## src/logic/cbx_regs.vh

```
// constants for the branch and bit-clear execute block
`ifndef CBX_REGS_VH
`define CBX_REGS_VH
`define CBX_OP_HI_BRANCH 8'he2
`define CBX_OP_HI_BRNEG 8'he6
`define CBX_OP_BCLR 4'h9
`define CBX_ILO_MAX 8'h5f
`define CBX_ACCESS_SPLIT 8'h60
`define CBX_ACCESS_HI_BANK 4'hf
`define CBX_PC_STEP 21'h000002
`define CBX_PH_Q1 2'd0
`define CBX_PH_Q2 2'd1
`define CBX_PH_Q3 2'd2
`define CBX_PH_Q4 2'd3
`define CBX_PH_STEP 2'd1
`define CBX_OPH_HI 15
`define CBX_OPH_LO 8
`define CBX_OPB_LO 12
`define CBX_BIT_HI 11
`define CBX_BIT_LO 9
`define CBX_ACC_BIT 8
`define CBX_F_HI 7
`define CBX_F_LO 0
`define CBX_REG_DATA 8'h00
`define CBX_REG_ADDR 8'h01
`define CBX_REG_CTRL 8'h02
`define CBX_REG_STAT 8'h03
`define CBX_REG_BSR 8'h04
`define CBX_REG_FSR2L 8'h05
`define CBX_REG_FSR2H 8'h06
`endif

```

## src/logic/cbx_bit_clear.v

```verilog
// read-modify-write bit clear helper
`timescale 1ns/1ps
module cbx_bit_clear #(
	parameter W = 8
) (
	input wire [W-1:0] din,
	input wire [2:0] bit_idx,
	output wire [W-1:0] dout
);
	assign dout = din & ~({{(W-1){1'b0}}, 1'b1} << bit_idx);
endmodule

```

## src/logic/cbx_exec.v

```verilog
// decode and execute for conditional branches and bit clear
// Functional notes
// - opcode e2 with an 8-bit offset branches when carry is one, else falls through, flags unchanged.
// - opcode e6 with an 8-bit offset branches when negative is one, else falls through, flags unchanged.
// - the target is the incremented pc plus twice the signed offset, so address plus two plus 2n.
// - an untaken branch takes one four-phase cycle; a taken one writes pc in Q4 then idles one cycle.
// - opcode 9 with bit index, access bit and register clears that bit by read-modify-write, flags untouched.
// - access bit zero uses the access bank; one uses the bank select register with the register field.
// - access bit zero with extended set on and register at most 95 uses indexed literal offset addressing.
//
// Added by the designer: the strobed register port and the placing of the registers.
`timescale 1ns/1ps
`include "cbx_regs.vh"
module cbx_exec #(
	parameter PCW = 21
) (
	input wire sys_clk,
	input wire rst,
	input wire instr_valid,
	input wire [15:0] instr_word,
	input wire [PCW-1:0] pc_cur,
	input wire flag_carry,
	input wire flag_negative,
	input wire ext_set_en,
	input wire [5:0] bank_select_register,
	input wire [11:0] fsr2,
	input wire [7:0] mem_rdata,
	output reg busy_r,
	output reg pc_load_r,
	output reg [PCW-1:0] pc_target_r,
	output reg [11:0] mem_addr_r,
	output reg mem_rd_r,
	output reg mem_wr_r,
	output reg [7:0] mem_wdata_r,
	output reg [1:0] phase_r,
	output reg idle_cycle_r
);
	localparam ST_IDLE = 4'b0001;
	localparam ST_BR = 4'b0010;
	localparam ST_BC = 4'b0100;
	localparam ST_NOP = 4'b1000;

	reg [3:0] st_r;
	reg [3:0] st_nxt;
	reg [15:0] ir_r;
	reg take_r;
	reg [7:0] rd_data_r;
	reg [11:0] addr_c;
	wire [7:0] clr_data;
	wire [7:0] ir_f;
	wire [2:0] bit_sel;
	wire bank_sel;
	wire [7:0] op_hi;
	wire [3:0] op_top;
	wire is_bc;
	wire is_bn;
	wire is_bclr;
	wire is_branch;
	wire cond_met;
	wire ph_q1;
	wire ph_q2;
	wire ph_q3;
	wire ph_q4;
	wire accept;
	wire [PCW-1:0] offs2;

	// fields of the fetched word and of the held one
	assign op_hi = instr_word[`CBX_OPH_HI:`CBX_OPH_LO];
	assign op_top = instr_word[`CBX_OPH_HI:`CBX_OPB_LO];
	assign ir_f = ir_r[`CBX_F_HI:`CBX_F_LO];
	assign bit_sel = ir_r[`CBX_BIT_HI:`CBX_BIT_LO];
	assign bank_sel = ir_r[`CBX_ACC_BIT];

	assign is_bc = op_hi == `CBX_OP_HI_BRANCH;
	assign is_bn = op_hi == `CBX_OP_HI_BRNEG;
	assign is_bclr = op_top == `CBX_OP_BCLR;
	assign is_branch = is_bc || is_bn;
	assign cond_met = (is_bc && flag_carry) || (is_bn && flag_negative);

	assign ph_q1 = phase_r == `CBX_PH_Q1;
	assign ph_q2 = phase_r == `CBX_PH_Q2;
	assign ph_q3 = phase_r == `CBX_PH_Q3;
	assign ph_q4 = phase_r == `CBX_PH_Q4;

	// a new word is only looked at in q4 while nothing runs
	assign accept = st_r == ST_IDLE && instr_valid && ph_q4;

	// offset doubled and sign extended to the pc width
	assign offs2 = {{(PCW-9){ir_f[`CBX_F_HI]}}, ir_f, 1'b0};

	cbx_bit_clear #(
		.W(8)
	) u_clr (
		.din(rd_data_r),
		.bit_idx(bit_sel),
		.dout(clr_data)
	);

	always @* begin
		addr_c = {4'h0, ir_f};
		if (bank_sel)
			addr_c = {bank_select_register[3:0], ir_f};
		else if (ext_set_en && ir_f <= `CBX_ILO_MAX)
			addr_c = fsr2 + {4'h0, ir_f};
		else if (ir_f >= `CBX_ACCESS_SPLIT)
			addr_c = {`CBX_ACCESS_HI_BANK, ir_f};
	end

	always @* begin
		st_nxt = st_r;
		case (st_r)
			ST_IDLE: begin
				if (accept && is_branch)
					st_nxt = ST_BR;
				else if (accept && is_bclr)
					st_nxt = ST_BC;
			end
			ST_BR: begin
				if (ph_q4)
					st_nxt = take_r ? ST_NOP : ST_IDLE;
			end
			ST_BC: begin
				if (ph_q4)
					st_nxt = ST_IDLE;
			end
			ST_NOP: begin
				if (ph_q4)
					st_nxt = ST_IDLE;
			end
			default: st_nxt = ST_IDLE;
		endcase
	end

	// q phase counter runs freely out of reset
	always @(posedge sys_clk) begin
		if (rst)
			phase_r <= `CBX_PH_Q1;
		else
			phase_r <= phase_r + `CBX_PH_STEP;
	end

	always @(posedge sys_clk) begin
		if (rst)
			st_r <= ST_IDLE;
		else
			st_r <= st_nxt;
	end

	// word and branch decision are frozen at acceptance
	always @(posedge sys_clk) begin
		if (rst) begin
			ir_r <= 16'h0000;
			take_r <= 1'b0;
		end else if (accept) begin
			ir_r <= instr_word;
			take_r <= cond_met;
		end
	end

	always @(posedge sys_clk) begin
		if (rst)
			pc_target_r <= {PCW{1'b0}};
		else if (st_r == ST_BR && ph_q2)
			pc_target_r <= pc_cur + `CBX_PC_STEP + offs2;
	end

	// load pulse stands in q4 of a taken branch
	always @(posedge sys_clk) begin
		if (rst)
			pc_load_r <= 1'b0;
		else
			pc_load_r <= st_r == ST_BR && ph_q3 && take_r;
	end

	always @(posedge sys_clk) begin
		if (rst) begin
			busy_r <= 1'b0;
			idle_cycle_r <= 1'b0;
		end else begin
			busy_r <= st_nxt != ST_IDLE;
			idle_cycle_r <= st_nxt == ST_NOP;
		end
	end

	// read of the addressed register
	always @(posedge sys_clk) begin
		if (rst) begin
			mem_addr_r <= 12'h000;
			mem_rd_r <= 1'b0;
		end else begin
			mem_rd_r <= st_r == ST_BC && ph_q1;
			if (st_r == ST_BC && ph_q1)
				mem_addr_r <= addr_c;
		end
	end

	always @(posedge sys_clk) begin
		if (rst)
			rd_data_r <= 8'h00;
		else if (st_r == ST_BC && ph_q2)
			rd_data_r <= mem_rdata;
	end

	// write back with the selected bit cleared
	always @(posedge sys_clk) begin
		if (rst) begin
			mem_wdata_r <= 8'h00;
			mem_wr_r <= 1'b0;
		end else begin
			mem_wr_r <= st_r == ST_BC && ph_q3;
			if (st_r == ST_BC && ph_q3)
				mem_wdata_r <= clr_data;
		end
	end
endmodule

```

## config.mk

```make
export PLATFORM = sky130hd
export DESIGN_NAME = cbx_exec
export DESIGN_NICKNAME = d
export VERILOG_FILES = /design/src/logic/cbx_bit_clear.v /design/src/logic/cbx_exec.v
export VERILOG_INCLUDE_DIRS = /design/src /design/src/logic
export SDC_FILE = /design/constraint.sdc
export NUM_CORES = 1
export LEC_CHECK = 0
export BUFFER_PORTS_ARGS = -buffer_cell sky130_fd_sc_hd__buf_4
export CAP_MARGIN = 20
export CORE_ASPECT_RATIO = 1.25
export CORE_MARGIN = 4
export CORE_UTILIZATION = 58
export DETAILED_ROUTE_END_ITERATION = 7
export PLACE_DENSITY_LB_ADDON = 0.3
export SLEW_MARGIN = 10
export SYNTH_ARGS = -nofsm -noshare
export SYNTH_HDL_FRONTEND = slang
export SYNTH_HIERARCHICAL = 1
export SYNTH_SLANG_ARGS = --single-unit
```

## constraint.sdc

```tcl
create_clock -name sys_clk -period 6.71 [get_ports sys_clk]
set_clock_uncertainty 0.1 [all_clocks]
set_input_delay 0.671 -clock sys_clk [delete_from_list [all_inputs] [get_ports sys_clk]]
set_output_delay 0.671 -clock sys_clk [all_outputs]
set_load 0.005 [all_outputs]
```

Word-level counts from Yosys, hierarchy flattened:

Index checks and enable logic that the tools add are counted.

* latch bits: 0
* bits in read-only memories: 0
* word-level logic and storage cells: 60
* bits of input ports: 69
* memories kept: 0
* memory bits (writable): 0
* bits in registers: 73
* output and inout bits: 48

* mux-type cells: 9
* order comparisons: 2
* bitwise logic cells: 2
* reductions and logical operators: 17
* $mul: 0
* add/subtract/negate cells: 4
* equal/unequal tests: 12
* div/mod/pow operators: 0
* shifts and indexed selects: 1

Operator list (number)
* 12-bit two-way mux: 3
* 21-bit by 2-bit adder with 21-bit output, second input constant: 1
* 21-bit adder: 1
* 4-bit two-way mux: 5
* 8-bit == test, second input constant: 2
* 1-bit logical AND: 13
* 12-bit by 8-bit adder with 12-bit output: 1
* 4-bit == test, second input constant: 3
* 4-bit case mux with 3 select lines: 1
* 8-bit bitwise AND: 1
* 8-bit by 7-bit >= comparator with 1-bit output, second input constant: 1
* 8-bit by 7-bit <= comparator with 1-bit output, second input constant: 1
* 8-bit NOT: 1
* 1-bit by 3-bit << shifter with 8-bit output, first input constant: 1
* 2-bit == test, second input constant: 2
* 4-bit by 1-bit == test with 1-bit output, second input constant: 1
* 4-bit by 2-bit == test with 1-bit output, second input constant: 1
* 4-bit by 3-bit == test with 1-bit output, second input constant: 1
* 4-bit by 1-bit != test with 1-bit output, second input constant: 1
* 2-bit by 1-bit adder with 2-bit output, second input constant: 1
* 2-bit by 1-bit == test with 1-bit output, second input constant: 1
* 2-bit zero test: 1
* 1-bit logical OR: 2
* 2-bit OR reduction: 1

Logic depth before layout (Yosys ltp):

Gate-level depths: netlist of the first run.

* depth after elaboration: 8
* depth in mapped cells: 11
* gate-level depth less buffers: 11

Hierarchy:

The synthesis of the first run kept the hierarchy.

By module, submodules not included
* cbx_exec: cells each 549, area an instance 4434.3 um2, sequential area each 1461.4 um2, instances 1
* cbx_bit_clear: cells each 14, area an instance 86.3 um2, sequential area each 0.0 um2, instances 1

Least setup slack after synthesis of the first run:

No wires, ideal clock.

* kind: input port to flip-flop
* from: input pc_cur[6]
* to: register pc_target_r[19]
* path buffers: 0
* path slack: 3.947 ns
* stages: 8
* arrival time: 2.588 ns
* setup time: 0.074 ns
* required time: 6.536 ns
* path through: ha_1 -> ha_1 -> o211ai_1 -> o21a_2 -> a2111oi_4 -> nor2_1 -> or4_1 -> a31oi_1

* cells in the longest elaborated chain, start to end: 2

RTL lines
* start, declared: RTL line cbx_exec.v:21 `input wire [PCW-1:0] pc_cur,`
* 21-bit by 2-bit adder with 21-bit output (no source line)
* 21-bit adder: RTL line cbx_exec.v:164 `` pc_target_r <= pc_cur + `CBX_PC_STEP + offs2; ``
* end signal, assigned: RTL line cbx_exec.v:162 `pc_target_r <= {PCW{1'b0}};`
* end signal, assigned: RTL line cbx_exec.v:164
* end, declared: RTL line cbx_exec.v:30 `output reg [PCW-1:0] pc_target_r,`

Every way passes these cells.
A chain may end at the register's enable or synchronous reset.

Final worst setup path of the first run:

* from: register ir_r[7]
* to: register pc_target_r[18]

* cells in the longest elaborated chain, start to end: 1

RTL lines
* start, declared: RTL line cbx_exec.v:45 `reg [15:0] ir_r;`
* start signal, assigned: RTL line cbx_exec.v:155 `ir_r <= instr_word;`
* 21-bit adder: RTL line cbx_exec.v:164

Every way passes these cells.

==> run metrics, run 1 <==
Slew Viols, Final=0; Via density=~6.0; effective utilization at floorplan=about 60%; clk slew on worst S/H paths=approximately 90 ps; Worst-Margin Slew=951.7 ps; Pwr Total=around 900 uW; cell area after synthesis=4521 sq um; drt total wl=11.73 mm; Skew-Pair Late Insertion Delay=approximately 340 ps; Warnings, synthesis=6; worst setup margin=~3700 ps; count of input and output buffers=between 100 and 150; post-route ant nets=0; P_int=between 600 and 700 uW; Yosys top cell area share=about a third; PD cells=around 160 nW/um^2; CTS sink cnt=73; largest net degree at the start of global routing=between 80 and 90; cell taking the most area after synthesis=dfxtp_1; initial DRC count=roughly 150; setup_tns=0 ps; fmax=between 300 and 400 MHz; synthesized net count=about 700; synth-to-layout area growth=23.03%; total grt overflow=0; dpl hpwl=approximately 8.8 mm; Logic pwr share=about 14%; RR Endpoint=pc_target_r[18]$_SDFFE_PP0P_; Seq/Total Area, Yosys=about a third; post-synthesis area per instance=approximately 8 sq um; Chip Height=106.7 microns; net switching power=~260 uW; minimum clock period=just over 3000 ps; vias=between 4000 and 5000; root buf cell=clkbuf_8; number of synthesized flops with an enable pin=0; Max Cap Viol=0; kind of critical path=reg -> reg; Clk pwr share=between 30% and 40%; R2R Setup Slk=3660 ps; Synth cell types=60; Fin. Hold Viols=0; Net count, final=780; Die ar.=a little over 9000 sq um; Worst EP arrival=3160 ps; CTS Buffer Depth=2; Critical Path RT=6820 ps; CTS Buf Count=9; Fill cells=slightly above 600; Cells after Synth=563; worst flop-to-flop path startpoint=ir_r[7]$_SDFFE_PP0P_; Setup Fix Bufs, Post-CTS=0; Worst R2R Path Depth=7; die width=86.97 microns; Crit. End Element=register; drt drc=0; HP Class=reg -> reg; status=complete, no violations; vias in the first global route=~4300; GP Congestion=0.9615; Post-CTS Resized=0; Relative slew margins=between 30 and 40%; Final Cycle Share=between 40% and 50%; RSZ-0062 raised after global routing=false; Core Area=7488 sq um; H-Tree Depth=3; Total GRT Usage=about a quarter; final setup violation count=0; Synth Register Bits=73; Sequential Power Share=between 40 and 50%; hold_buf cts=0; Leak=between 2 and 2.5 nW; area occupied by multi-input gates=between 2000 and 3000 sq um; initial antenna violation count=0; DP Worst Slack=between 3000 and 4000 ps; Register Area=approximately 1500 sq um; Peak VDD IR=roughly 0.14 mV; I/O pins=117; ys flop type=dfxtp_1; global-route wire length before repair=19.19 mm; Worst setup SP type=register; row count=35; worst setup path start=ir_r[7]$_SDFFE_PP0P_; wire per inst=15.49 microns; # diodes=0; CP max FO=17; CP endpoint=pc_target_r[18]$_SDFFE_PP0P_; Pre-antenna DRT Iters=5; CTS tree=done; Sw Ratio=around 29%; layout cell share with drive strength beyond 1=21.05%; post-synthesis async set-or-reset flop share=0%; Synth area leaders=dfxtp_1 32%, ha_1 14%, a21oi_1 7.3%
## placed cells by master (no fill, tap or decap), types with 4 or more instances in the layout
master / Yosys / layout
o21ai_0: 14 / 14
nand3b_1: 5 / 5
clkbuf_8: 0 / 9
dfxtp_1: 73 / 73
a21o_1: 6 / 6
mux2i_1: 4 / 4
nor3b_1: 5 / 5
buf_4: 1 / 114
o21a_1: 7 / 7
nor2b_1: 7 / 7
nand2_1: 86 / 86
nand4_1: 6 / 6
nand2b_1: 4 / 4
a31oi_1: 9 / 9
a311oi_1: 5 / 5
a21oi_1: 66 / 66
and3_1: 4 / 4
o2111ai_1: 4 / 4
xnor2_1: 9 / 9
nand3_1: 33 / 33
a211oi_1: 8 / 8
inv_1: 22 / 22
xor2_1: 8 / 8
o21bai_1: 4 / 4
nor3_1: 17 / 17
o211ai_1: 6 / 6
nor2_1: 30 / 30
ha_1: 49 / 49
## Yosys cell counts (all sizes together), types with 5 or more instances
library cell / count
nand2: 86
dfxtp: 73
a21oi: 66
ha: 49
nand3: 33
nor2: 30
inv: 23
clkbuf: 22
nor3: 17
o21ai: 16
a31oi: 9
xnor2: 9
a211oi: 8
o21a: 8
xor2: 8
nor2b: 7
o211ai: 7
a21o: 6
buf: 6
nand4: 6
a311oi: 5
nand3b: 5
nor3b: 5
## metrics by stage
stage	util, %	area [sq um]	hold slack (ps)	instances
finish	74.27	5562	358.1	757
global route	74.27	5562	373.4	757
CTS	74.27	5562	359.3	757
detailed placement	71.80	5376	346.8	741
global placement	71.80	5376	339.6	741
floorplan	-	4521	332.5	563
## critical path, stage by stage, from the launching register on
cell      delay, ps
dfxtp_1         780
ha_1            360
ha_1            410
nand4_1         120
a21oi_1         320
nor2_1          130
o311ai_0        520
o211ai_1        180
## cell type report
cell class / instances / share of cell area (%)
Clock buffer: 9 / 2.227
Clock inverter: 7 / 1.102
Inverter: 23 / 1.552
Multi-Input combinational cell: 439 / 51.38
Sequential cell: 73 / 26.28
Tap cell: 92 / 2.070
Timing Repair Buffer: 114 / 15.39
## worst min path at each step
stage                                       startpoint                      endpoint  slack, ps  cells after the start
after CTS                 pc_target_r[11]$_SDFFE_PP0P_  pc_target_r[11]$_SDFFE_PP0P_        360                      2
after detailed placement   pc_target_r[8]$_SDFFE_PP0P_   pc_target_r[8]$_SDFFE_PP0P_        350                      2
after floorplan              rd_data_r[2]$_SDFFE_PP0P_     rd_data_r[2]$_SDFFE_PP0P_        330                      2
after global placement     pc_target_r[8]$_SDFFE_PP0P_   pc_target_r[8]$_SDFFE_PP0P_        340                      2
final                      pc_target_r[2]$_SDFFE_PP0P_   pc_target_r[2]$_SDFFE_PP0P_        360                      2
after global routing      pc_target_r[11]$_SDFFE_PP0P_  pc_target_r[11]$_SDFFE_PP0P_        370                      2
## kinds of logic after synthesis
logic type | count (synthesis) | share of synthesized area [%]
compound gates | 151 | 21.62
xor+xnor | 17 | 3.294
fa+ha+maj | 51 | 14.45
buf+inv | 51 | 4.456
flops | 73 | 32.33
mux | 4 | 0.8857
simple gates | 216 | 22.97
## power groups by stage
stage	Clock, mW	Combinational, mW	Sequential, mW
2_1_floorplan	0	0.0705	0.448
4_1_cts	0.338	0.121	0.439
3_3_place_gp	0	0.116	0.449
5_1_grt	0.356	0.134	0.440
3_5_place_dp	0	0.120	0.450
6_report	0.331	0.122	0.439
## flip-flops by register name, summed over array words and instances (netlist names)
name          cells
st_r              4
mem_addr_r       12
mem_wdata_r       8
phase_r           2
ir_r             12
pc_target_r      21
take_r            1
busy_r            1
pc_load_r         1
rd_data_r         8
mem_wr_r          1
idle_cycle_r      1
mem_rd_r          1
## routing by layer
metal | routed length, microns | GRT usage [%]
met3 | 756 | 3.689
met4 | 313 | 10.13
met2 | 5944 | 44.63
met5 | 0 | 0
met1 | 4714 | 30.37
(Power assumes the default switching activity.)
==> run 2: changes to the inputs <==
- ABC_AREA: unset -> 1
- CORE_UTILIZATION: 58 -> 49
- clock period: 6.71 -> 2.7 ns (I/O delays scaled with it)
==> run metrics, run 2 <==
status=complete, no violations; GP Congestion=0.9231 (-4.0%); Fill cells=898 (+46%); Synth Register Bits=73 (unchanged); die width=96.32 microns (+11%); Total GRT Usage=23.22% (-2.1 points); Worst EP arrival=2490 ps (-670 ps); initial antenna violation count=0 (unchanged); most frequent cells in the layout=161 x nand2_1, 122 x buf_4, 83 x inv_1; dpl hpwl=10.30 mm (+17%); Slew Viols, Final=0 (unchanged); H-Tree Depth=3 (unchanged); drt drc=0 (unchanged); fmax=424.8 MHz (+30%); Worst R2R Path Depth=13 (+6); HP Class=in -> reg; post-route core utilization=63.40% (-11 points); Net count, final=926 (+19%); Fin Hold WS=68.23 ps (-289.9 ps); Via density=5.321 (-11%); RSZ-0062 raised after global routing=false; CP max FO=4 (-13); synth-to-layout area growth=26.87%; Crit. End Element=register; cell taking the most area after synthesis=dfxtp_1; hold path depth=3 (+1); Die ar.=11400 sq um (+23%); Critical Path RT=2840 ps (-3980 ps); non-filler cells, final=937 (+24%); setup_tns=0 ps (unchanged); Chip Height=118.4 microns (+11%); Max Cap Viol=0 (unchanged); area post-placement=5741 sq um (+6.8%); drt total wl=13.20 mm (+13%); row count=40 (+14%); vias=4986 (+9.9%); placed cells=921 (+24%); Synth area leaders=dfxtp_1 31%, ha_1 13%, nand2_1 13%; max reg flops=21 (unchanged); Final Cycle Share=87.19% (+42 points); design area=6061 sq um (+9.0%); kind of critical path=reg -> reg; global-route wire length before repair=21.18 mm (+10%); ys flop type=dfxtp_1; Warnings, synthesis=6 (unchanged); Yosys top cell area share=30.59% (-1.7 points); Leak=3.165 nW (+32%); post-synthesis async set-or-reset flop share=0% (unchanged); vias in the first global route=4754 (+11%); cell area after synthesis=4777 sq um (+5.7%); commonest cells in the netlist=161 x nand2_1, 83 x inv_1, 79 x a21oi_1; effective utilization at floorplan=49.97% (-10 points); worst setup margin=346.0 ps (-3314 ps); HP Start=instr_word[2]; CTS tree=done; initial DRC count=235 (+53%); Biggest register=pc_target_r; Setup Fix Bufs, Post-CTS=0 (unchanged); post-synthesis area per instance=6.893 sq um (-14%); final setup violation count=0 (unchanged); count of input and output buffers=114 (unchanged); layout cell share with drive strength beyond 1=20.22% (-0.83 points); most common cell after layout, fill and taps aside=nand2_1; root buf cell=clkbuf_16; clk slew on worst S/H paths=60 ps (-30 ps); Skew-Pair Late Insertion Delay=340 ps (about the same); wire per inst=14.09 microns (-9.1%); area occupied by multi-input gates=2868 sq um (+0.35%); I/O pins=117 (unchanged); largest net degree at the start of global routing=36 (-57%); worst-case hold path end point=ir_r[2]$_SDFFE_PP0P_; Pwr Total=2.763 mW (+210%); CTS sink cnt=73 (unchanged); Fin. Hold Viols=0 (unchanged); PD cells=455.8 nW/um^2 (+180%); RR Endpoint=pc_target_r[18]$_SDFFE_PP0P_; minimum clock period=2354 ps (-695.6 ps); Seq/Total Area, Yosys=30.59% (-1.7 points); Synth cell types=37 (-38%); Relative slew margins=64.67% (+28 points); # diodes=0 (unchanged); DP Worst Slack=210.5 ps (-3360 ps); Peak VDD IR=0.3766 mV (+180%); Pre-antenna DRT Iters=5 (unchanged); hold_buf cts=0 (unchanged); worst flop-to-flop path startpoint=ir_r[1]$_SDFFE_PP0P_; Core Area=9559 sq um (+28%); CTS Buffer Depth=2 (unchanged); synthesized net count=813 (+19%); Register Area=1463 sq um (about the same); R2R Setup Slk=350 ps (-3310 ps); post-route ant nets=0 (unchanged); Cells after Synth=693 (+23%); Worst setup SP type=register; biggest regs=pc_target_r: 21 flops, ir_r: 12 flops, mem_addr_r: 12 flops; number of synthesized flops with an enable pin=0 (unchanged); Worst-Margin Slew=529.2 ps (-422.5 ps); CTS Buf Count=9 (unchanged); top-count cell post-synth=nand2_1; total grt overflow=0 (unchanged)
[run 2: cell count changes after synthesis, moves of 6 or more]
| cell | previous run | this run |
|---|---|---|
| o21ai_0 | 14 | 37 |
| xnor2_1 | 9 | 2 |
| clkbuf_1 | 21 | 8 |
| nor3_1 | 17 | 7 |
| a211oi_1 | 8 | 0 |
| a31oi_1 | 9 | 1 |
| nand2_1 | 86 | 161 |
| inv_1 | 22 | 83 |
| inv_2 | 1 | 7 |
| nor2b_1 | 7 | 0 |
| nand3_1 | 33 | 66 |
| nor2_1 | 30 | 45 |
| a21oi_1 | 66 | 79 |
[run 2: logic make-up after synthesis]
kind of cell	after synthesis	share of synthesized area [%]
xor+xnor	12	2.200
buf+inv	110	9.377
flops	73	30.59
compound gates	143	16.27
simple gates	304	27.89
fa+ha+maj	51	13.67
[run 2: worst max path at each step]
stage                     slack [ps]                           end            startpoint  cells after the start
final                            350  pc_target_r[18]$_SDFFE_PP0P_  ir_r[1]$_SDFFE_PP0P_                     13
after global routing              60  pc_target_r[18]$_SDFFE_PP0P_  ir_r[1]$_SDFFE_PP0P_                     13
after global placement           280  pc_target_r[20]$_SDFFE_PP0P_  ir_r[7]$_SDFFE_PP0P_                     12
after detailed placement         210  pc_target_r[11]$_SDFFE_PP0P_  ir_r[7]$_SDFFE_PP0P_                     11
after floorplan                  490  pc_target_r[20]$_SDFFE_PP0P_  ir_r[7]$_SDFFE_PP0P_                     12
after CTS                        180  pc_target_r[11]$_SDFFE_PP0P_  ir_r[7]$_SDFFE_PP0P_                     11
[run 2: critical path: stages (launching register included)]
cell,delay [ps]
dfxtp_1,390
ha_1,260
ha_1,240
fa_1,420
nand3_1,90
nand3_1,150
nand2_1,100
nand3_1,110
nand2_1,120
nand2_1,60
nand2_1,60
nand3_1,60
nand2_1,80
inv_1,30
[run 2: area by class of cell]
cell class | count | area share (%)
sequential | 73 | 24.13
tap | 126 | 2.601
timing repair buffer | 122 | 15.11
clock buffer | 10 | 3.778
inverter | 90 | 5.574
clock inverter | 6 | 1.486
multi-input combinational | 510 | 47.32
[run 2: power by group]
group | internal (mW) | total, mW | switching [mW]
sequential | 1.09 | 1.10 | 0.0122
clock | 0.812 | 1.28 | 0.470
combinational | 0.163 | 0.383 | 0.220
[run 2: timing repair]
action	CTS	global route
gates resized for setup	0	1
setup endpoints to repair	0	1
endpoints found under the hold margin	0	0
[run 2: per-layer routing]
layer,routed length (microns),global-route usage [%],vias up
li1,-,-,2504
met1,5325,25.81,2267
met2,6537,40.73,177
met3,904,5.792,38
met4,434,10.09,0
met5,0,0,-
